### src/verilog/twm_pkg.sv
// Purpose: Shared constants and types of the two-wire master task/event block
// Assumes: 32-bit APB, 12-bit byte address window
// Notes:   Offsets are byte addresses
package twm_pkg;

    // ------------------------------------------------------------------
    // Bus shape
    // ------------------------------------------------------------------
    localparam int ADDR_W = 12;
    localparam int DATA_W = 32;

    // ------------------------------------------------------------------
    // Register offsets
    // ------------------------------------------------------------------
    localparam logic [ADDR_W-1:0] OFF_START_RECEIVE_TASK  = 12'h000;
    localparam logic [ADDR_W-1:0] OFF_START_TRANSMIT_TASK = 12'h008;
    localparam logic [ADDR_W-1:0] OFF_STOP_TASK           = 12'h014;
    localparam logic [ADDR_W-1:0] OFF_SUSPEND_TASK        = 12'h01C;
    localparam logic [ADDR_W-1:0] OFF_RESUME_TASK         = 12'h020;
    localparam logic [ADDR_W-1:0] OFF_STOPPED_EVENT       = 12'h104;
    localparam logic [ADDR_W-1:0] OFF_ERROR_EVENT         = 12'h124;
    localparam logic [ADDR_W-1:0] OFF_SUSPENDED_EVENT     = 12'h148;
    localparam logic [ADDR_W-1:0] OFF_RECEIVE_STARTED_EVT = 12'h14C;
    localparam logic [ADDR_W-1:0] OFF_IRQ_STATUS          = 12'h310;
    localparam logic [ADDR_W-1:0] OFF_IRQ_MASK            = 12'h314;
    localparam logic [ADDR_W-1:0] OFF_TX_DATA             = 12'h580;
    localparam logic [ADDR_W-1:0] OFF_RX_DATA             = 12'h584;
    localparam logic [ADDR_W-1:0] OFF_SLAVE_ADDR          = 12'h588;

    // Event index order matches the event struct bits
    localparam int NUM_EVT = 4;
    localparam logic [ADDR_W-1:0] EVT_OFF [NUM_EVT] = '{
        OFF_STOPPED_EVENT, OFF_ERROR_EVENT, OFF_SUSPENDED_EVENT, OFF_RECEIVE_STARTED_EVT};

    // ------------------------------------------------------------------
    // Fields and reset values
    // ------------------------------------------------------------------
    localparam int TRIG_BIT  = 0;
    localparam int BYTE_W    = 8;
    localparam int SADDR_W   = 7;
    localparam logic [3:0] ACK_BIT = 4'h8;
    localparam logic [DATA_W-1:0] RST_WORD = 32'h0000_0000;

    // ------------------------------------------------------------------
    // Timing: quarter of one bus bit
    // ------------------------------------------------------------------
    localparam int CLK_PERIOD_PS = 5000;
    localparam int QTR_TIME_NS   = 2500;
    localparam int QTR_CYCLES    = (QTR_TIME_NS * 1000) / CLK_PERIOD_PS;

    // ------------------------------------------------------------------
    // Types
    // ------------------------------------------------------------------
    typedef enum logic [2:0] {
        ST_IDLE  = 3'b000,
        ST_START = 3'b001,
        ST_BIT   = 3'b010,
        ST_SUSP  = 3'b011,
        ST_STOP  = 3'b100
    } twm_state_e;

    typedef struct packed {
        logic receive_started;
        logic suspended;
        logic error;
        logic stopped;
    } twm_evt_s;

    typedef struct packed {
        twm_state_e st;
        logic [1:0] ph;
        logic [3:0] bitn;
        logic [7:0] shift;
        logic       rw;
        logic       first;
        logic       susp_req;
        logic       stop_req;
        logic       scl_oe;
        logic       sda_oe;
        logic [7:0] rxdata;
    } twm_eng_s;

endpackage

### src/verilog/twm_regs.sv
// Purpose: Two-wire bus master with APB task and event registers
// Assumes: pclk 200 MHz, presetn async active low, ce freezes all state
// Notes:   Bus pins are open drain; oe high pulls the wire low
`timescale 1ns/1ps

module twm_regs #(
    parameter int QTR_CYCLES = twm_pkg::QTR_CYCLES
) (
    // Clock and reset
    input  wire logic                        pclk,
    input  wire logic                        presetn,
    input  wire logic                        ce,
    // APB slave
    input  wire logic                        psel,
    input  wire logic                        penable,
    input  wire logic                        pwrite,
    input  wire logic [twm_pkg::ADDR_W-1:0] paddr,
    input  wire logic [twm_pkg::DATA_W-1:0] pwdata,
    output logic      [twm_pkg::DATA_W-1:0] prdata,
    output logic                             pready,
    output logic                             pslverr,
    // Interrupt
    output logic                             irq,
    // Two-wire bus pins
    input  wire logic                        scl_in,
    output logic                             scl_oe,
    input  wire logic                        sda_in,
    output logic                             sda_oe
);

    localparam int CW = $clog2(QTR_CYCLES + 1);
    localparam logic [CW-1:0] RELOAD = CW'(QTR_CYCLES - 1);

    if (QTR_CYCLES < 1) begin : g_chk
        $error("QTR_CYCLES must be at least one");
    end

    // ------------------------------------------------------------------
    // Pin synchronisers
    // ------------------------------------------------------------------
    logic scl_s1_r, scl_s2_r, sda_s1_r, sda_s2_r;

    always_ff @(posedge pclk or negedge presetn) begin
        if (!presetn) begin
            scl_s1_r <= 1'b1;
            scl_s2_r <= 1'b1;
            sda_s1_r <= 1'b1;
            sda_s2_r <= 1'b1;
        end else if (ce) begin
            scl_s1_r <= scl_in;
            scl_s2_r <= scl_s1_r;
            sda_s1_r <= sda_in;
            sda_s2_r <= sda_s1_r;
        end
    end

    // ------------------------------------------------------------------
    // APB decode
    // ------------------------------------------------------------------
    logic                       pready_r, pready_nxt, pslverr_r, pslverr_nxt;
    logic [twm_pkg::DATA_W-1:0] prdata_r, prdata_nxt;
    logic                       acc, wr_done, trig;
    logic                       task_rx, task_tx, task_stop, task_susp, task_res;
    twm_pkg::twm_evt_s          evt_r, evt_nxt, set_v, ist_r, ist_nxt, imask_r, imask_nxt;
    logic [twm_pkg::NUM_EVT-1:0] evt_wr;
    logic [7:0]                 txdata_r, txdata_nxt;
    logic [6:0]                 saddr_r, saddr_nxt;
    logic                       irq_r, irq_nxt, hit;
    twm_pkg::twm_eng_s          eng_r, eng_nxt;
    logic [CW-1:0]              cnt_r, cnt_nxt;

    assign acc     = psel && penable && !pready_r;
    assign wr_done = psel && penable && pready_r && pwrite;
    assign trig    = wr_done && pwdata[twm_pkg::TRIG_BIT];
    assign task_rx   = trig && (paddr == twm_pkg::OFF_START_RECEIVE_TASK);
    assign task_tx   = trig && (paddr == twm_pkg::OFF_START_TRANSMIT_TASK);
    assign task_stop = trig && (paddr == twm_pkg::OFF_STOP_TASK);
    assign task_susp = trig && (paddr == twm_pkg::OFF_SUSPEND_TASK);
    assign task_res  = trig && (paddr == twm_pkg::OFF_RESUME_TASK);

    always_comb begin
        prdata_nxt = prdata_r;
        hit        = 1'b1;
        if (acc) begin
            prdata_nxt = twm_pkg::RST_WORD;
            case (paddr)
                twm_pkg::OFF_START_RECEIVE_TASK, twm_pkg::OFF_START_TRANSMIT_TASK,
                twm_pkg::OFF_STOP_TASK, twm_pkg::OFF_SUSPEND_TASK,
                twm_pkg::OFF_RESUME_TASK: prdata_nxt = twm_pkg::RST_WORD;
                twm_pkg::OFF_STOPPED_EVENT:       prdata_nxt[0] = evt_r.stopped;
                twm_pkg::OFF_ERROR_EVENT:         prdata_nxt[0] = evt_r.error;
                twm_pkg::OFF_SUSPENDED_EVENT:     prdata_nxt[0] = evt_r.suspended;
                twm_pkg::OFF_RECEIVE_STARTED_EVT: prdata_nxt[0] = evt_r.receive_started;
                twm_pkg::OFF_IRQ_STATUS: prdata_nxt[twm_pkg::NUM_EVT-1:0] = ist_r;
                twm_pkg::OFF_IRQ_MASK:   prdata_nxt[twm_pkg::NUM_EVT-1:0] = imask_r;
                twm_pkg::OFF_TX_DATA:    prdata_nxt[twm_pkg::BYTE_W-1:0] = txdata_r;
                twm_pkg::OFF_RX_DATA:    prdata_nxt[twm_pkg::BYTE_W-1:0] = eng_r.rxdata;
                twm_pkg::OFF_SLAVE_ADDR: prdata_nxt[twm_pkg::SADDR_W-1:0] = saddr_r;
                default:                 hit = 1'b0;
            endcase
        end
        pready_nxt  = acc;
        pslverr_nxt = acc && !hit;
    end

    // ------------------------------------------------------------------
    // Event, interrupt and data registers
    // ------------------------------------------------------------------
    for (genvar i = 0; i < twm_pkg::NUM_EVT; i++) begin : g_evt
        assign evt_wr[i] = wr_done && (paddr == twm_pkg::EVT_OFF[i]);
        // Hardware set wins over a software write of zero
        assign evt_nxt[i] = set_v[i] |
                            (evt_wr[i] ? pwdata[twm_pkg::TRIG_BIT] : evt_r[i]);
    end

    always_comb begin
        ist_nxt   = ist_r;
        imask_nxt = imask_r;
        txdata_nxt = txdata_r;
        saddr_nxt  = saddr_r;
        if (wr_done && paddr == twm_pkg::OFF_IRQ_STATUS)
            ist_nxt = ist_r & ~pwdata[twm_pkg::NUM_EVT-1:0];
        if (wr_done && paddr == twm_pkg::OFF_IRQ_MASK)
            imask_nxt = pwdata[twm_pkg::NUM_EVT-1:0];
        if (wr_done && paddr == twm_pkg::OFF_TX_DATA)
            txdata_nxt = pwdata[twm_pkg::BYTE_W-1:0];
        if (wr_done && paddr == twm_pkg::OFF_SLAVE_ADDR)
            saddr_nxt = pwdata[twm_pkg::SADDR_W-1:0];
        ist_nxt = ist_nxt | set_v;
        irq_nxt = |(ist_nxt & imask_nxt);
    end

    // ------------------------------------------------------------------
    // Bus engine
    // ------------------------------------------------------------------
    logic tick, drive_low, busy;

    assign tick = (cnt_r == '0);
    assign busy = (eng_r.st == twm_pkg::ST_START) || (eng_r.st == twm_pkg::ST_BIT);

    always_comb begin
        eng_nxt = eng_r;
        set_v   = '0;
        cnt_nxt = tick ? cnt_r : cnt_r - CW'(1);
        if (eng_r.bitn == twm_pkg::ACK_BIT)
            drive_low = !eng_r.first && eng_r.rw;
        else
            drive_low = (eng_r.first || !eng_r.rw) && !eng_r.shift[7];
        if (task_susp && busy)
            eng_nxt.susp_req = 1'b1;
        if (task_stop && busy)
            eng_nxt.stop_req = 1'b1;
        case (eng_r.st)
            twm_pkg::ST_IDLE: begin
                if (task_rx || task_tx) begin
                    eng_nxt.st       = twm_pkg::ST_START;
                    eng_nxt.ph       = 2'h0;
                    eng_nxt.rw       = task_rx;
                    eng_nxt.first    = 1'b1;
                    eng_nxt.shift    = {saddr_r, task_rx};
                    eng_nxt.susp_req = 1'b0;
                    eng_nxt.stop_req = 1'b0;
                    set_v.receive_started = task_rx;
                    cnt_nxt = RELOAD;
                end else if (task_stop) begin
                    set_v.stopped = 1'b1;
                end
            end
            twm_pkg::ST_START: begin
                if (tick) begin
                    cnt_nxt = RELOAD;
                    if (eng_r.ph == 2'h0) begin
                        eng_nxt.sda_oe = 1'b1;
                        eng_nxt.ph     = 2'h1;
                    end else begin
                        eng_nxt.scl_oe = 1'b1;
                        eng_nxt.st     = twm_pkg::ST_BIT;
                        eng_nxt.ph     = 2'h0;
                        eng_nxt.bitn   = 4'h0;
                    end
                end
            end
            twm_pkg::ST_BIT: begin
                if (tick) begin
                    cnt_nxt = RELOAD;
                    case (eng_r.ph)
                        2'h0: begin
                            eng_nxt.sda_oe = drive_low;
                            eng_nxt.ph     = 2'h1;
                        end
                        2'h1: begin
                            eng_nxt.scl_oe = 1'b0;
                            eng_nxt.ph     = 2'h2;
                        end
                        2'h2: begin
                            if (scl_s2_r)
                                eng_nxt.ph = 2'h3;
                        end
                        default: begin
                            eng_nxt.scl_oe = 1'b1;
                            eng_nxt.ph     = 2'h0;
                            if (eng_r.bitn != twm_pkg::ACK_BIT) begin
                                eng_nxt.shift = {eng_r.shift[6:0], sda_s2_r};
                                eng_nxt.bitn  = eng_r.bitn + 4'h1;
                            end else begin
                                // Nack is flagged only; traffic goes on
                                set_v.error = (eng_r.first || !eng_r.rw) && sda_s2_r;
                                if (!eng_r.first && eng_r.rw)
                                    eng_nxt.rxdata = eng_r.shift;
                                eng_nxt.first = 1'b0;
                                eng_nxt.bitn  = 4'h0;
                                eng_nxt.shift = eng_r.rw ? 8'hFF : txdata_r;
                                if (eng_nxt.stop_req) begin
                                    eng_nxt.st = twm_pkg::ST_STOP;
                                end else if (eng_nxt.susp_req) begin
                                    eng_nxt.st       = twm_pkg::ST_SUSP;
                                    eng_nxt.susp_req = 1'b0;
                                    set_v.suspended  = 1'b1;
                                end
                            end
                        end
                    endcase
                end
            end
            twm_pkg::ST_SUSP: begin
                if (task_res) begin
                    eng_nxt.st = twm_pkg::ST_BIT;
                    eng_nxt.ph = 2'h0;
                    cnt_nxt    = RELOAD;
                end
            end
            twm_pkg::ST_STOP: begin
                if (tick) begin
                    cnt_nxt = RELOAD;
                    case (eng_r.ph)
                        2'h0: begin
                            eng_nxt.sda_oe = 1'b1;
                            eng_nxt.ph     = 2'h1;
                        end
                        2'h1: begin
                            eng_nxt.scl_oe = 1'b0;
                            eng_nxt.ph     = 2'h2;
                        end
                        2'h2: begin
                            if (scl_s2_r) begin
                                eng_nxt.sda_oe = 1'b0;
                                eng_nxt.ph     = 2'h3;
                            end
                        end
                        default: begin
                            eng_nxt.st       = twm_pkg::ST_IDLE;
                            eng_nxt.ph       = 2'h0;
                            eng_nxt.stop_req = 1'b0;
                            set_v.stopped    = 1'b1;
                        end
                    endcase
                end
            end
            default: begin
                eng_nxt = '0;
            end
        endcase
    end

    // ------------------------------------------------------------------
    // State registers
    // ------------------------------------------------------------------
    always_ff @(posedge pclk or negedge presetn) begin
        if (!presetn) begin
            pready_r  <= 1'b0;
            pslverr_r <= 1'b0;
            prdata_r  <= '0;
            evt_r     <= '0;
            ist_r     <= '0;
            imask_r   <= '0;
            txdata_r  <= '0;
            saddr_r   <= '0;
            irq_r     <= 1'b0;
            eng_r     <= '0;
            cnt_r     <= '0;
        end else if (ce) begin
            pready_r  <= pready_nxt;
            pslverr_r <= pslverr_nxt;
            prdata_r  <= prdata_nxt;
            evt_r     <= evt_nxt;
            ist_r     <= ist_nxt;
            imask_r   <= imask_nxt;
            txdata_r  <= txdata_nxt;
            saddr_r   <= saddr_nxt;
            irq_r     <= irq_nxt;
            eng_r     <= eng_nxt;
            cnt_r     <= cnt_nxt;
        end
    end

    assign prdata  = prdata_r;
    assign pready  = pready_r;
    assign pslverr = pslverr_r;
    assign irq     = irq_r;
    assign scl_oe  = eng_r.scl_oe;
    assign sda_oe  = eng_r.sda_oe;
endmodule

### config.mk
export PLATFORM = sky130hd
export DESIGN_NAME = twm_regs
export DESIGN_NICKNAME = d
export VERILOG_FILES = /design/src/verilog/twm_pkg.sv /design/src/verilog/twm_regs.sv
export SDC_FILE = /design/constraint.sdc
export NUM_CORES = 1
export LEC_CHECK = 0
export BUFFER_PORTS_ARGS = -buffer_cell sky130_fd_sc_hd__buf_2
export CORE_MARGIN = 2
export CORE_UTILIZATION = 55
export CTS_CLUSTER_SIZE = 20
export DETAILED_ROUTE_END_ITERATION = 6
export HOLD_SLACK_MARGIN = 0.1
export PLACE_DENSITY = 0.79
export RECOVER_POWER = 100
export SETUP_SLACK_MARGIN = 0.02
export SLEW_MARGIN = 15
export SYNTH_ARGS = -nofsm -noshare
export SYNTH_HDL_FRONTEND = slang
export SYNTH_SLANG_ARGS = --single-unit
### constraint.sdc
create_clock -name pclk -period 3.5 [get_ports pclk]
set_input_delay 0.7 -clock pclk [delete_from_list [all_inputs] [get_ports pclk]]
set_output_delay 0.7 -clock pclk [all_outputs]
set_load 0.005 [all_outputs]
==> results of run 1 <==
kinds of logic after synthesis:
kind of cell	after synthesis	share of synthesized area (%)
other	1	0.07709
adders and majority gates	9	2.315
and+or+nand+nor	183	20.11
muxes	27	6.173
xor gates and xnor gates	7	1.260
DFF	82	42.28
buffers and inverters	65	7.073
AOI/OAI and AO/OA	154	20.71
worst max-delay path by stage:
stage,start,to,slack (ns)
floorplan,paddr[4],txdata_r[0],0.67
global placement,paddr[4],txdata_r[7],0.54
detailed placement,paddr[4],txdata_r[4],0.50
CTS,cnt_r[2],eng_r[4],0.77
global route,cnt_r[2],irq,0.42
finish,cnt_r[2],irq,0.54
layer usage:
| metal | up-vias | global-route usage [%] | wire [um] |
|---|---|---|---|
| met2 | 182 | 39.20 | 5593 |
| met4 | 0 | 9.402 | 211 |
| met3 | 20 | 4.438 | 749 |
| met1 | 2066 | 34.80 | 5143 |
| met5 | - | 0 | 0 |
| li1 | 1986 | - | - |
cell type report:
class	count	area, sq um
clock inverters	7	80.08
repair buffers	57	305.3
multi-input cells	404	2532
clock buffers	9	123.9
flip-flops and latches	82	2057
fillers	765	3338
inverters	17	63.81
well taps	108	135.1
Yosys cell counts, drive strengths merged, types with 11 or more instances:
library cell and instances:
a21oi 29, a22oi 11, buf 29, clkbuf 19
dfrtp 78, inv 17, mux2 24, nand2 68
nor2 29, nor4 12, o21ai 48
stage by stage:
stage | power (W) | util, % | hold slack, ns
6_report | 0.002505 | 61.34 | 0.4773
5_1_grt | 0.002659 | 61.34 | 0.4986
4_1_cts | 0.002528 | 61.84 | 0.4822
3_5_place_dp | 0.001802 | 59.48 | 0.4609
3_3_place_gp | 0.001761 | 59.48 | 0.4546
2_1_floorplan | 0.001633 | - | 0.4044
critical path, stage by stage, from the launching register on:
cell and delay [ns]:
dfrtp_1 0.45, or4_1 0.67, or4b_1 0.75, or3_1 0.54, a21boi_0 0.17, o32a_1 0.18, a31oi_1 0.13
power breakdown:
part,leakage (nW),internal (W),switching [W]
Combinational,1.20,0.000254,0.000342
Clock,0.103,0.000341,0.000384
Sequential,1.08,0.00106,0.000123
Total,2.38,0.00166,0.000849
registers in the layout (all words and copies together) (netlist names), 4 cells and up:
register,cells
cnt_r,9
eng_r,29
evt_r,4
imask_r,4
ist_r,4
prdata,8
saddr_r,7
txdata_r,8
==> flow_results.xml, run 1 <==
<?xml version="1.0" encoding="UTF-8"?>
<metrics>
  <group name="detailed_routing">
    <metric name="antenna_left" unit="">0</metric>
    <metric name="dr.pass1.iters" unit="">6</metric>
    <metric name="wl_per_cell" unit="um">17.10</metric>
    <metric name="vias_per_cell" unit="">6.219</metric>
    <metric name="routed_wl" unit="mm">11.70</metric>
    <metric name="vias" unit="">4254</metric>
    <metric name="drt-initial-drc-count" unit="">399</metric>
    <metric name="drc_errors" unit="">0</metric>
  </group>
  <group name="critical_path">
    <metric name="worstReg2RegStart" unit="">cnt_r[2]</metric>
    <metric name="worstPathRequired" unit="ns">3.79</metric>
    <metric name="worstSetupEndpointType" unit="">register</metric>
    <metric name="timing.reg2reg.worst_path_depth" unit="">6</metric>
    <metric name="timing.critical_path.from_type" unit="">register</metric>
    <metric name="timing.critical_path.fanout_max" unit="">9</metric>
    <metric name="worst-r2r-setup-slack" unit="ns">0.54</metric>
    <metric name="path_class" unit="">reg2reg</metric>
    <metric name="arrival" unit="ns">3.25</metric>
    <metric name="worst_r2r_endpoint" unit="">irq</metric>
  </group>
  <group name="floorplanning">
    <metric name="floorplan.io_pins" unit="">89</metric>
    <metric name="die-area" unit="sq um">9613</metric>
    <metric name="dieWidth" unit="um">98.05</metric>
    <metric name="starting_density" unit="%">56.33</metric>
    <metric name="floorplan.core_area" unit="sq um">8636</metric>
    <metric name="row_count" unit="">34</metric>
    <metric name="fp.dieH" unit="um">98.05</metric>
  </group>
  <group name="timing">
    <metric name="final_min_period_over_clock_period" unit="%">84.65</metric>
    <metric name="max_freq" unit="MHz">337.5</metric>
    <metric name="final_hold_viol_count" unit="">0</metric>
    <metric name="actual_transition_at_the_worst_max_transition_pin" unit="ns">2.016</metric>
    <metric name="slew_headroom" unit="%">-34.42</metric>
    <metric name="setup_total_negative_slack" unit="ns">0</metric>
    <metric name="slew_violations" unit="">83</metric>
    <metric name="setup_clock_skew_after_layout" unit="ns">0.01543</metric>
    <metric name="rsz0062_at_grt" unit="">false</metric>
    <metric name="min_period" unit="ns">2.963</metric>
    <metric name="final-setup-viol-count" unit="">0</metric>
    <metric name="fin_ws" unit="ns">0.5372</metric>
  </group>
  <group name="cts">
    <metric name="clkLatencyLatePin" unit="ns">0.36</metric>
    <metric name="cts_setup_buffers" unit="">0</metric>
    <metric name="post_cts_resize_count" unit="">0</metric>
    <metric name="cts-root-to-sink-buffers" unit="">2</metric>
    <metric name="cts-buffers-inserted" unit="">9</metric>
    <metric name="tritoncts_num_sinks" unit="">82</metric>
    <metric name="cts_hold_buf" unit="">0</metric>
    <metric name="cts_tree" unit="">built</metric>
    <metric name="ctsHtreeMaxLevel" unit="">3</metric>
    <metric name="clock_transition_time_at_the_flip_flop_clock_pins_of_the_worst_setup_and_hold_paths" unit="ns">0.10</metric>
    <metric name="clock-root-buffer" unit="">clkbuf_8</metric>
  </group>
  <group name="final_layout">
    <metric name="area_delta_synth_final" unit="%">8.899</metric>
    <metric name="finish.cell_count_without_fillers" unit="">684</metric>
    <metric name="most_frequent_cells_in_the_layout" unit="">78 x dfrtp_1, 68 x nand2_1, 48 x o21ai_0, 33 x buf_2</metric>
    <metric name="num-nets-final" unit="">632</metric>
    <metric name="most_common_cell_after_layout_fill_and_taps_aside" unit="">dfrtp_1</metric>
    <metric name="final_cell_area" unit="sq um">5298</metric>
    <metric name="num_antenna_cells" unit="">0</metric>
    <metric name="drive_gt1_share" unit="%">17.01</metric>
  </group>
  <group name="global_routing">
    <metric name="overflow" unit="">0</metric>
    <metric name="global_route_wire_length_before_repair" unit="mm">19.62</metric>
    <metric name="grt_pass1_vias" unit="">4096</metric>
    <metric name="grt_antenna_before_repair" unit="">0</metric>
    <metric name="largest_net_degree_at_the_start_of_global_routing" unit="">83</metric>
    <metric name="groute.usage.overall" unit="%">24.95</metric>
  </group>
  <group name="synthesis">
    <metric name="synth_area" unit="sq um">4865</metric>
    <metric name="post_synth.cell_area_avg" unit="sq um">9.213</metric>
    <metric name="synth_seq_area_share" unit="%">42.28</metric>
    <metric name="post_synth_edffs" unit="">0</metric>
    <metric name="postSynthCellCount" unit="">528</metric>
    <metric name="synth_warnings" unit="">0</metric>
    <metric name="synth_top_cell_area_share" unit="%">40.12</metric>
    <metric name="synth_seq_cells" unit="">82</metric>
    <metric name="ys_dominant_reg_cell" unit="">dfrtp_1</metric>
    <metric name="postSynth.asyncResetShare" unit="%">100.0</metric>
    <metric name="netlist_top_cells_area" unit="">dfrtp_1 40%, mux2_2 5.6%, nand2_1 5.2%, o21ai_0 4.8%, buf_4 3.7%</metric>
    <metric name="synth_top_area_cell" unit="">dfrtp_1</metric>
    <metric name="synth_cell_types" unit="">68</metric>
  </group>
  <group name="run_status">
    <metric name="violated_checks" unit="">max-capacitance violations, max-slew violations</metric>
    <metric name="status" unit="">finished, violations left</metric>
  </group>
  <group name="job">
    <metric name="count_of_maximum_capacitance_violations" unit="">1</metric>
  </group>
  <group name="place">
    <metric name="gp_congestion" unit="">0.9197</metric>
    <metric name="dpl_worst_slack" unit="ns">0.4960</metric>
    <metric name="portBuffers" unit="">40</metric>
    <metric name="placed_area" unit="sq um">5136</metric>
    <metric name="dp_hpwl" unit="mm">8.239</metric>
    <metric name="dp.cells" unit="">668</metric>
  </group>
  <group name="power_and_ir_drop">
    <metric name="power.leakage" unit="nW">2.384</metric>
    <metric name="worst_ir_drop_vdd" unit="mV">0.2134</metric>
    <metric name="pwr_density_cell" unit="nW/um^2">472.9</metric>
  </group>
  <group name="worst_hold_path">
    <metric name="hold_path_depth" unit="">1</metric>
    <metric name="hold_path_end" unit="">prdata[1]</metric>
    <metric name="min_from" unit="">prdata[1]</metric>
    <metric name="hp-class" unit="">reg2reg</metric>
  </group>
</metrics>
Note: power is estimated with default switching activity, not from simulation.
==> run 2, diff against run 1 <==
clock period = 2.95 ns   (was 3.5 ns; I/O delays follow)
==> run 2 against run 1 <==
Net effect:
- the flow still finishes with violations (max-capacitance violations, max-slew violations)
- power grew 17%
- routed wire length decreased by 2.3%
- combinational power grew 19%
- die area unchanged
- utilization grew 0.51 points
- critical path depth stayed put
- non-clock buffer count rose by 7
- design area up 0.83%
- sequential cell count unchanged
- sequential power rose by 19%
- maximum frequency up 9.6%
- register-to-register slack worse by 0.29 ns
- largest power group unchanged
==> flow_results.xml, run 2 (synthesized netlist as in run 1, its figures left out) <==
<?xml version="1.0" encoding="UTF-8"?>
<metrics>
  <group name="power_and_ir_drop">
    <metric name="power.share.sequential" unit="%">47.5</metric>
    <metric name="power.switching" unit="W">0.001035</metric>
    <metric name="cellInternalPower" unit="W">0.001907</metric>
    <metric name="clock_power_share" unit="%">28.4</metric>
    <metric name="combinationalPowerShare" unit="%">24.1</metric>
    <metric name="switching_share" unit="%">35.18</metric>
    <metric name="pwr_density_cell" unit="nW/um^2">550.8</metric>
    <metric name="power.leakage" unit="nW">2.404</metric>
    <metric name="worst_ir_drop_vdd" unit="mV">0.2696</metric>
  </group>
  <group name="timing">
    <metric name="slew_violations" unit="">39</metric>
    <metric name="setup_total_negative_slack" unit="ns">0</metric>
    <metric name="final-setup-viol-count" unit="">0</metric>
    <metric name="setup_clock_skew_after_layout" unit="ns">0.01581</metric>
    <metric name="slew_headroom" unit="%">-42.55</metric>
    <metric name="final_hold_viol_count" unit="">0</metric>
    <metric name="rsz0062_at_grt" unit="">false</metric>
    <metric name="fin_worst_hold_slack" unit="ns">0.4590</metric>
    <metric name="max_freq" unit="MHz">369.8</metric>
    <metric name="final_min_period_over_clock_period" unit="%">91.67</metric>
    <metric name="min_period" unit="ns">2.704</metric>
    <metric name="fin_ws" unit="ns">0.2457</metric>
    <metric name="actual_transition_at_the_worst_max_transition_pin" unit="ns">2.138</metric>
  </group>
  <group name="global_routing">
    <metric name="largest_net_degree_at_the_start_of_global_routing" unit="">45</metric>
    <metric name="grt_pass1_vias" unit="">3951</metric>
    <metric name="global_route_wire_length_before_repair" unit="mm">19.34</metric>
    <metric name="grt_antenna_before_repair" unit="">0</metric>
    <metric name="groute.usage.overall" unit="%">24.55</metric>
    <metric name="overflow" unit="">0</metric>
  </group>
  <group name="floorplanning">
    <metric name="floorplan.core_area" unit="sq um">8636</metric>
    <metric name="die-area" unit="sq um">9613</metric>
    <metric name="floorplan.io_pins" unit="">89</metric>
    <metric name="starting_density" unit="%">56.33</metric>
    <metric name="dieWidth" unit="um">98.05</metric>
    <metric name="fp.dieH" unit="um">98.05</metric>
    <metric name="row_count" unit="">34</metric>
  </group>
  <group name="final_layout">
    <metric name="top_regs" unit="">eng_r x29, cnt_r x9</metric>
    <metric name="flip_flop_count_of_the_largest_register_after_layout" unit="">29</metric>
    <metric name="regMostFlops" unit="">eng_r</metric>
    <metric name="area_delta_synth_final" unit="%">9.799</metric>
    <metric name="most_frequent_cells_in_the_layout" unit="">78 x dfrtp_1, 68 x nand2_1, 47 x o21ai_0, 32 x buf_2</metric>
    <metric name="most_common_cell_after_layout_fill_and_taps_aside" unit="">dfrtp_1</metric>
    <metric name="num-nets-final" unit="">639</metric>
    <metric name="drive_gt1_share" unit="%">17.67</metric>
    <metric name="num_antenna_cells" unit="">0</metric>
    <metric name="final_cell_area" unit="sq um">5341</metric>
    <metric name="utilization" unit="%">61.85</metric>
  </group>
  <group name="job">
    <metric name="count_of_maximum_capacitance_violations" unit="">1</metric>
  </group>
  <group name="place">
    <metric name="dpl_worst_slack" unit="ns">0.08621</metric>
    <metric name="portBuffers" unit="">40</metric>
    <metric name="dp_hpwl" unit="mm">8.323</metric>
    <metric name="placed_area" unit="sq um">5201</metric>
    <metric name="gp_congestion" unit="">0.9226</metric>
  </group>
  <group name="critical_path">
    <metric name="worstSetupEndpointType" unit="">register</metric>
    <metric name="arrival" unit="ns">3.00</metric>
    <metric name="worst_setup_path_startpoint" unit="">cnt_r[2]</metric>
    <metric name="timing.reg2reg.worst_path_depth" unit="">6</metric>
    <metric name="worstPathRequired" unit="ns">3.24</metric>
    <metric name="timing.critical_path.fanout_max" unit="">9</metric>
    <metric name="worst-r2r-setup-slack" unit="ns">0.25</metric>
    <metric name="timing.critical_path.from_type" unit="">register</metric>
    <metric name="worstReg2RegStart" unit="">cnt_r[2]</metric>
    <metric name="path_class" unit="">reg2reg</metric>
    <metric name="worst_r2r_endpoint" unit="">irq</metric>
  </group>
  <group name="detailed_routing">
    <metric name="dr.pass1.iters" unit="">7</metric>
    <metric name="vias_per_cell" unit="">6.090</metric>
    <metric name="vias" unit="">4208</metric>
    <metric name="drc_errors" unit="">0</metric>
    <metric name="post_route_m1_wl" unit="mm">5.120</metric>
    <metric name="antenna_left" unit="">0</metric>
    <metric name="detailroute.wirelength.met3" unit="um">810</metric>
    <metric name="drt-initial-drc-count" unit="">329</metric>
    <metric name="met2RoutedLength" unit="mm">5.330</metric>
    <metric name="wl_per_cell" unit="um">16.54</metric>
    <metric name="top_routing_layer_in_use" unit="">met4</metric>
    <metric name="routed_wl" unit="mm">11.43</metric>
  </group>
  <group name="cts">
    <metric name="cts_hold_buf" unit="">0</metric>
    <metric name="clock_transition_time_at_the_flip_flop_clock_pins_of_the_worst_setup_and_hold_paths" unit="ns">0.10</metric>
    <metric name="cts_tree" unit="">built</metric>
    <metric name="tritoncts_num_sinks" unit="">82</metric>
    <metric name="clkLatencyLatePin" unit="ns">0.37</metric>
    <metric name="post_cts_resize_count" unit="">0</metric>
    <metric name="cts-buffers-inserted" unit="">9</metric>
    <metric name="cts_setup_buffers" unit="">0</metric>
    <metric name="cts-root-to-sink-buffers" unit="">2</metric>
    <metric name="ctsHtreeMaxLevel" unit="">3</metric>
    <metric name="clock-root-buffer" unit="">clkbuf_8</metric>
  </group>
  <group name="worst_hold_path">
    <metric name="min_from" unit="">sda_in</metric>
    <metric name="hold_path_end" unit="">sda_s1_r</metric>
    <metric name="hold_path_depth" unit="">2</metric>
    <metric name="hp-class" unit="">in2reg</metric>
  </group>
  <group name="run_status">
    <metric name="violated_checks" unit="">max-capacitance violations, max-slew violations</metric>
    <metric name="status" unit="">finished, violations left</metric>
  </group>
</metrics>
-- run 2: changes by cell type in the layout (fill, tap and decap cells not counted), sizes merged --
cell,before,now
clkbuf,20,25
buf,46,48
bufinv,1,0
clkinv,1,2
clkinvlp,1,0
inv,21,22
-- run 2: through the flow --
step,cells,total power [W]
global placement,675,0.002099
floorplan,551,0.001938
finish,691,0.002942
CTS,691,0.002968
detailed placement,675,0.002139
global route,691,0.003123
-- run 2: how the worst max path moves through the flow --
stage,end,slack (ns)
floorplan,txdata_r[0],0.23
global placement,txdata_r[7],0.10
detailed placement,txdata_r[3],0.09
CTS,eng_r[4],0.30
global route,eng_r[25],0.10
finish,irq,0.25
-- run 2: metal layers --
layer | vias up | track usage [%]
li1 | 2002 | -
met1 | 2020 | 35.10
met2 | 167 | 37.99
met3 | 19 | 4.868
met4 | 0 | 7.692
met5 | - | 0
-- run 2: worst max-delay path, stage by stage (launching register included) --
cell	delay, ns
dfrtp_1	0.44
or4_4	0.59
or4b_4	0.62
or3_1	0.51
a21boi_0	0.17
o32a_1	0.18
a31oi_1	0.13
-- run 2: power by group through the flow --
stage	combinational, W	clock, W	sequential (W)
4_1_cts	0.000720	0.000847	0.00140
3_3_place_gp	0.000688	0	0.00141
3_5_place_dp	0.000718	0	0.00142
6_report	0.000709	0.000835	0.00140
5_1_grt	0.000810	0.000893	0.00142
2_1_floorplan	0.000553	0	0.00138
-- run 2: layout make-up --
cell class / count / area (sq um)
multi-input cells: 404 / 2531
fillers: 745 / 3294
well taps: 108 / 135.1
clock buffers: 9 / 123.9
repair buffers: 64 / 354.1
flip-flops and latches: 82 / 2057
clock inverters: 7 / 76.32
inverters: 17 / 63.81
==> run 3, diff against run 2 <==
ABC_AREA = 1   (was not set)
CORE_MARGIN = 4   (was 2)
HOLD_SLACK_MARGIN = not set   (was 0.1)
PLACE_DENSITY = 0.78   (was 0.79)
==> run 3 against run 2 <==
Net effect:
- the run now ends clean
- maximum frequency increased by 9.0%
- synthesized cell count increased by 32%
- utilization decreased by 1.9 points
- first-iteration DRC count increased by 26%
- global-route usage increased by 0.45 points
- sequential power increased by 8%
- register-to-register slack improved by 0.22 ns
- via count increased by 15%
- count of clock-buffer cells in the layout unchanged
- largest cell class unchanged
==> flow_results.xml, run 3 <==
<?xml version="1.0" encoding="UTF-8"?>
<metrics>
  <group name="floorplanning">
    <metric name="fp.dieH" unit="um">104.8</metric>
    <metric name="row_count" unit="">35</metric>
    <metric name="starting_density" unit="%">56.05</metric>
    <metric name="die-area" unit="sq um">10990</metric>
    <metric name="dieWidth" unit="um">104.8</metric>
    <metric name="floorplan.core_area" unit="sq um">9196</metric>
    <metric name="floorplan.io_pins" unit="">89</metric>
  </group>
  <group name="synthesis">
    <metric name="synth_area" unit="sq um">5155</metric>
    <metric name="post_synth.cell_area_avg" unit="sq um">7.396</metric>
    <metric name="synth_cell_types" unit="">48</metric>
    <metric name="post_synth_edffs" unit="">0</metric>
    <metric name="synth_top_area_cell" unit="">dfrtp_1</metric>
    <metric name="synth_most_common_cell" unit="">nand2_1</metric>
    <metric name="synth_top_cell_area_share" unit="%">37.86</metric>
    <metric name="netlist_top_cells_area" unit="">dfrtp_1 38%, nand2_1 12%, inv_1 6.3%, o21ai_0 5.2%, nor2_1 5.1%</metric>
    <metric name="synth_seq_area_share" unit="%">39.90</metric>
    <metric name="synth.cells.most_frequent" unit="">163 x nand2_1, 86 x inv_1, 78 x dfrtp_1, 70 x nor2_1, 54 x o21ai_0</metric>
    <metric name="postSynthCellCount" unit="">697</metric>
    <metric name="synth_warnings" unit="">0</metric>
    <metric name="postSynth.asyncResetShare" unit="%">100.0</metric>
    <metric name="ys_dominant_reg_cell" unit="">dfrtp_1</metric>
    <metric name="synth_seq_cells" unit="">82</metric>
  </group>
  <group name="final_layout">
    <metric name="utilization" unit="%">59.92</metric>
    <metric name="drive_gt1_share" unit="%">11.02</metric>
    <metric name="seqCellArea" unit="sq um">2057</metric>
    <metric name="multi_input_area" unit="sq um">2500</metric>
    <metric name="regMostFlops" unit="">eng_r</metric>
    <metric name="most_frequent_cells_in_the_layout" unit="">166 x nand2_1, 89 x inv_1, 78 x dfrtp_1, 75 x nor2_1, 60 x o21ai_0</metric>
    <metric name="num-nets-final" unit="">800</metric>
    <metric name="flip_flop_count_of_the_largest_register_after_layout" unit="">29</metric>
    <metric name="num_antenna_cells" unit="">0</metric>
    <metric name="fill_cells" unit="">857</metric>
    <metric name="area_delta_synth_final" unit="%">6.893</metric>
    <metric name="top_regs" unit="">eng_r x29, cnt_r x9</metric>
    <metric name="most_common_cell_after_layout_fill_and_taps_aside" unit="">nand2_1</metric>
    <metric name="final_cell_area" unit="sq um">5510</metric>
  </group>
  <group name="cts">
    <metric name="clock-root-buffer" unit="">clkbuf_8</metric>
    <metric name="cts_hold_buf" unit="">0</metric>
    <metric name="clkLatencyLatePin" unit="ns">0.37</metric>
    <metric name="post_cts_resize_count" unit="">0</metric>
    <metric name="cts_setup_buffers" unit="">0</metric>
    <metric name="cts_tree" unit="">built</metric>
    <metric name="tritoncts_num_sinks" unit="">82</metric>
    <metric name="ctsHtreeMaxLevel" unit="">3</metric>
    <metric name="cts-buffers-inserted" unit="">9</metric>
    <metric name="cts-root-to-sink-buffers" unit="">2</metric>
    <metric name="clock_transition_time_at_the_flip_flop_clock_pins_of_the_worst_setup_and_hold_paths" unit="ns">0.10</metric>
  </group>
  <group name="global_routing">
    <metric name="groute.usage.overall" unit="%">24.99</metric>
    <metric name="overflow" unit="">0</metric>
    <metric name="grt_pass1_vias" unit="">4571</metric>
    <metric name="largest_net_degree_at_the_start_of_global_routing" unit="">42</metric>
    <metric name="global_route_wire_length_before_repair" unit="mm">22.27</metric>
    <metric name="grt_antenna_before_repair" unit="">0</metric>
  </group>
  <group name="detailed_routing">
    <metric name="antenna_left" unit="">0</metric>
    <metric name="vias" unit="">4826</metric>
    <metric name="wl_per_cell" unit="um">15.79</metric>
    <metric name="vias_per_cell" unit="">5.644</metric>
    <metric name="drt-initial-drc-count" unit="">413</metric>
    <metric name="dr.pass1.iters" unit="">5</metric>
    <metric name="drc_errors" unit="">0</metric>
    <metric name="routed_wl" unit="mm">13.50</metric>
  </group>
  <group name="job">
    <metric name="count_of_maximum_capacitance_violations" unit="">0</metric>
  </group>
  <group name="timing">
    <metric name="setup_total_negative_slack" unit="ns">0</metric>
    <metric name="slew_violations" unit="">0</metric>
    <metric name="final-setup-viol-count" unit="">0</metric>
    <metric name="fin_ws" unit="ns">0.4686</metric>
    <metric name="min_period" unit="ns">2.481</metric>
    <metric name="max_freq" unit="MHz">403.0</metric>
    <metric name="final_hold_viol_count" unit="">0</metric>
    <metric name="final_min_period_over_clock_period" unit="%">84.12</metric>
    <metric name="slew_headroom" unit="%">23.87</metric>
    <metric name="rsz0062_at_grt" unit="">false</metric>
    <metric name="setup_clock_skew_after_layout" unit="ns">0.01854</metric>
    <metric name="actual_transition_at_the_worst_max_transition_pin" unit="ns">1.142</metric>
  </group>
  <group name="place">
    <metric name="gp_congestion" unit="">0.9262</metric>
    <metric name="dp_hpwl" unit="mm">10.21</metric>
    <metric name="dpl_worst_slack" unit="ns">0.5817</metric>
    <metric name="portBuffers" unit="">40</metric>
    <metric name="placed_area" unit="sq um">5371</metric>
  </group>
  <group name="power_and_ir_drop">
    <metric name="power.share.sequential" unit="%">39.5</metric>
    <metric name="pwr_density_cell" unit="nW/um^2">694.8</metric>
    <metric name="worst_ir_drop_vdd" unit="mV">0.2969</metric>
    <metric name="power.switching" unit="W">0.001554</metric>
    <metric name="combinationalPowerShare" unit="%">35.4</metric>
    <metric name="total_power_consumption" unit="W">0.003828</metric>
    <metric name="cellInternalPower" unit="W">0.002274</metric>
    <metric name="switching_share" unit="%">40.59</metric>
    <metric name="clock_power_share" unit="%">25.1</metric>
    <metric name="power.leakage" unit="nW">2.613</metric>
  </group>
  <group name="critical_path">
    <metric name="worstPathRequired" unit="ns">3.21</metric>
    <metric name="worstSetupEndpointType" unit="">register</metric>
    <metric name="arrival" unit="ns">2.74</metric>
    <metric name="timing.critical_path.from_type" unit="">register</metric>
    <metric name="worst-r2r-setup-slack" unit="ns">0.47</metric>
    <metric name="path_class" unit="">reg2reg</metric>
    <metric name="timing.critical_path.fanout_max" unit="">15</metric>
  </group>
  <group name="run_status">
    <metric name="status" unit="">finished, final reports clean</metric>
  </group>
  <group name="worst_hold_path">
    <metric name="hp-class" unit="">in2async</metric>
  </group>
</metrics>
-- run 3: path summary, 6_finish.rpt --
kind	cells past startpoint	from	end
worst max-delay path	6	pready	txdata_r[7]
worst min-delay path	1	presetn	prdata[0]
worst max register to register	6	pready	txdata_r[7]
worst min register to register	2	sda_s1_r	sda_s1_r
max in group asynchronous	2	presetn	eng_r[26]
min in group pclk	3	scl_in	scl_s1_r
-- run 3: area by class of cell --
cell class	count	share of cell area [%]
inverter	96	6.630
timing repair buffer	45	3.951
tap	111	2.520
clock inverter	7	1.953
sequential	82	37.33
multi-input combinational	505	45.37
clock buffer	9	2.248
-- run 3: worst max-delay path, cell delays in order, from the launching register on --
cell and delay, ns:
dfrtp_1 0.42, nand2_1 0.13, nor2_1 0.47, inv_1 0.19
nor2_1 0.29, nand3_1 0.45, mux2_2 0.42
-- run 3: metal layers --
| layer | vias up | share of wire (%) | global-route usage [%] |
|---|---|---|---|
| met5 | - | 0 | 0 |
| met4 | 0 | 2.0 | 7.966 |
| met3 | 26 | 7.3 | 3.459 |
| met2 | 207 | 47 | 40.05 |
| met1 | 2267 | 44 | 35.14 |
| li1 | 2326 | - | - |
-- run 3: kinds of logic (layout without fill, tap and decap cells) --
group | after synthesis | after routing | synth area share [%]
simple gates | 342 | 342 | 30.78
buf+inv | 133 | 157 | 11.92
compound gates | 123 | 123 | 13.91
flops | 82 | 82 | 39.90
fa+ha+maj | 9 | 9 | 2.185
xor+xnor | 6 | 6 | 1.019
other cells | 1 | 24 | 0.07275
mux | 1 | 1 | 0.2184
-- run 3: stage by stage --
step                cells  hold slack [ns]
floorplan             720           0.2944
detailed placement    839           0.4547
finish                855           0.2023
global route          855           0.2327
global placement      839           0.4513
CTS                   855           0.2146
-- run 3: power groups by stage --
stage	logic, W	registers [W]	clock network (W)
detailed placement	0.00140	0.00153	0
finish	0.00135	0.00151	0.000961
CTS	0.00141	0.00151	0.000972
floorplan	0.00110	0.00150	0
global placement	0.00135	0.00152	0
global route	0.00153	0.00154	0.00103
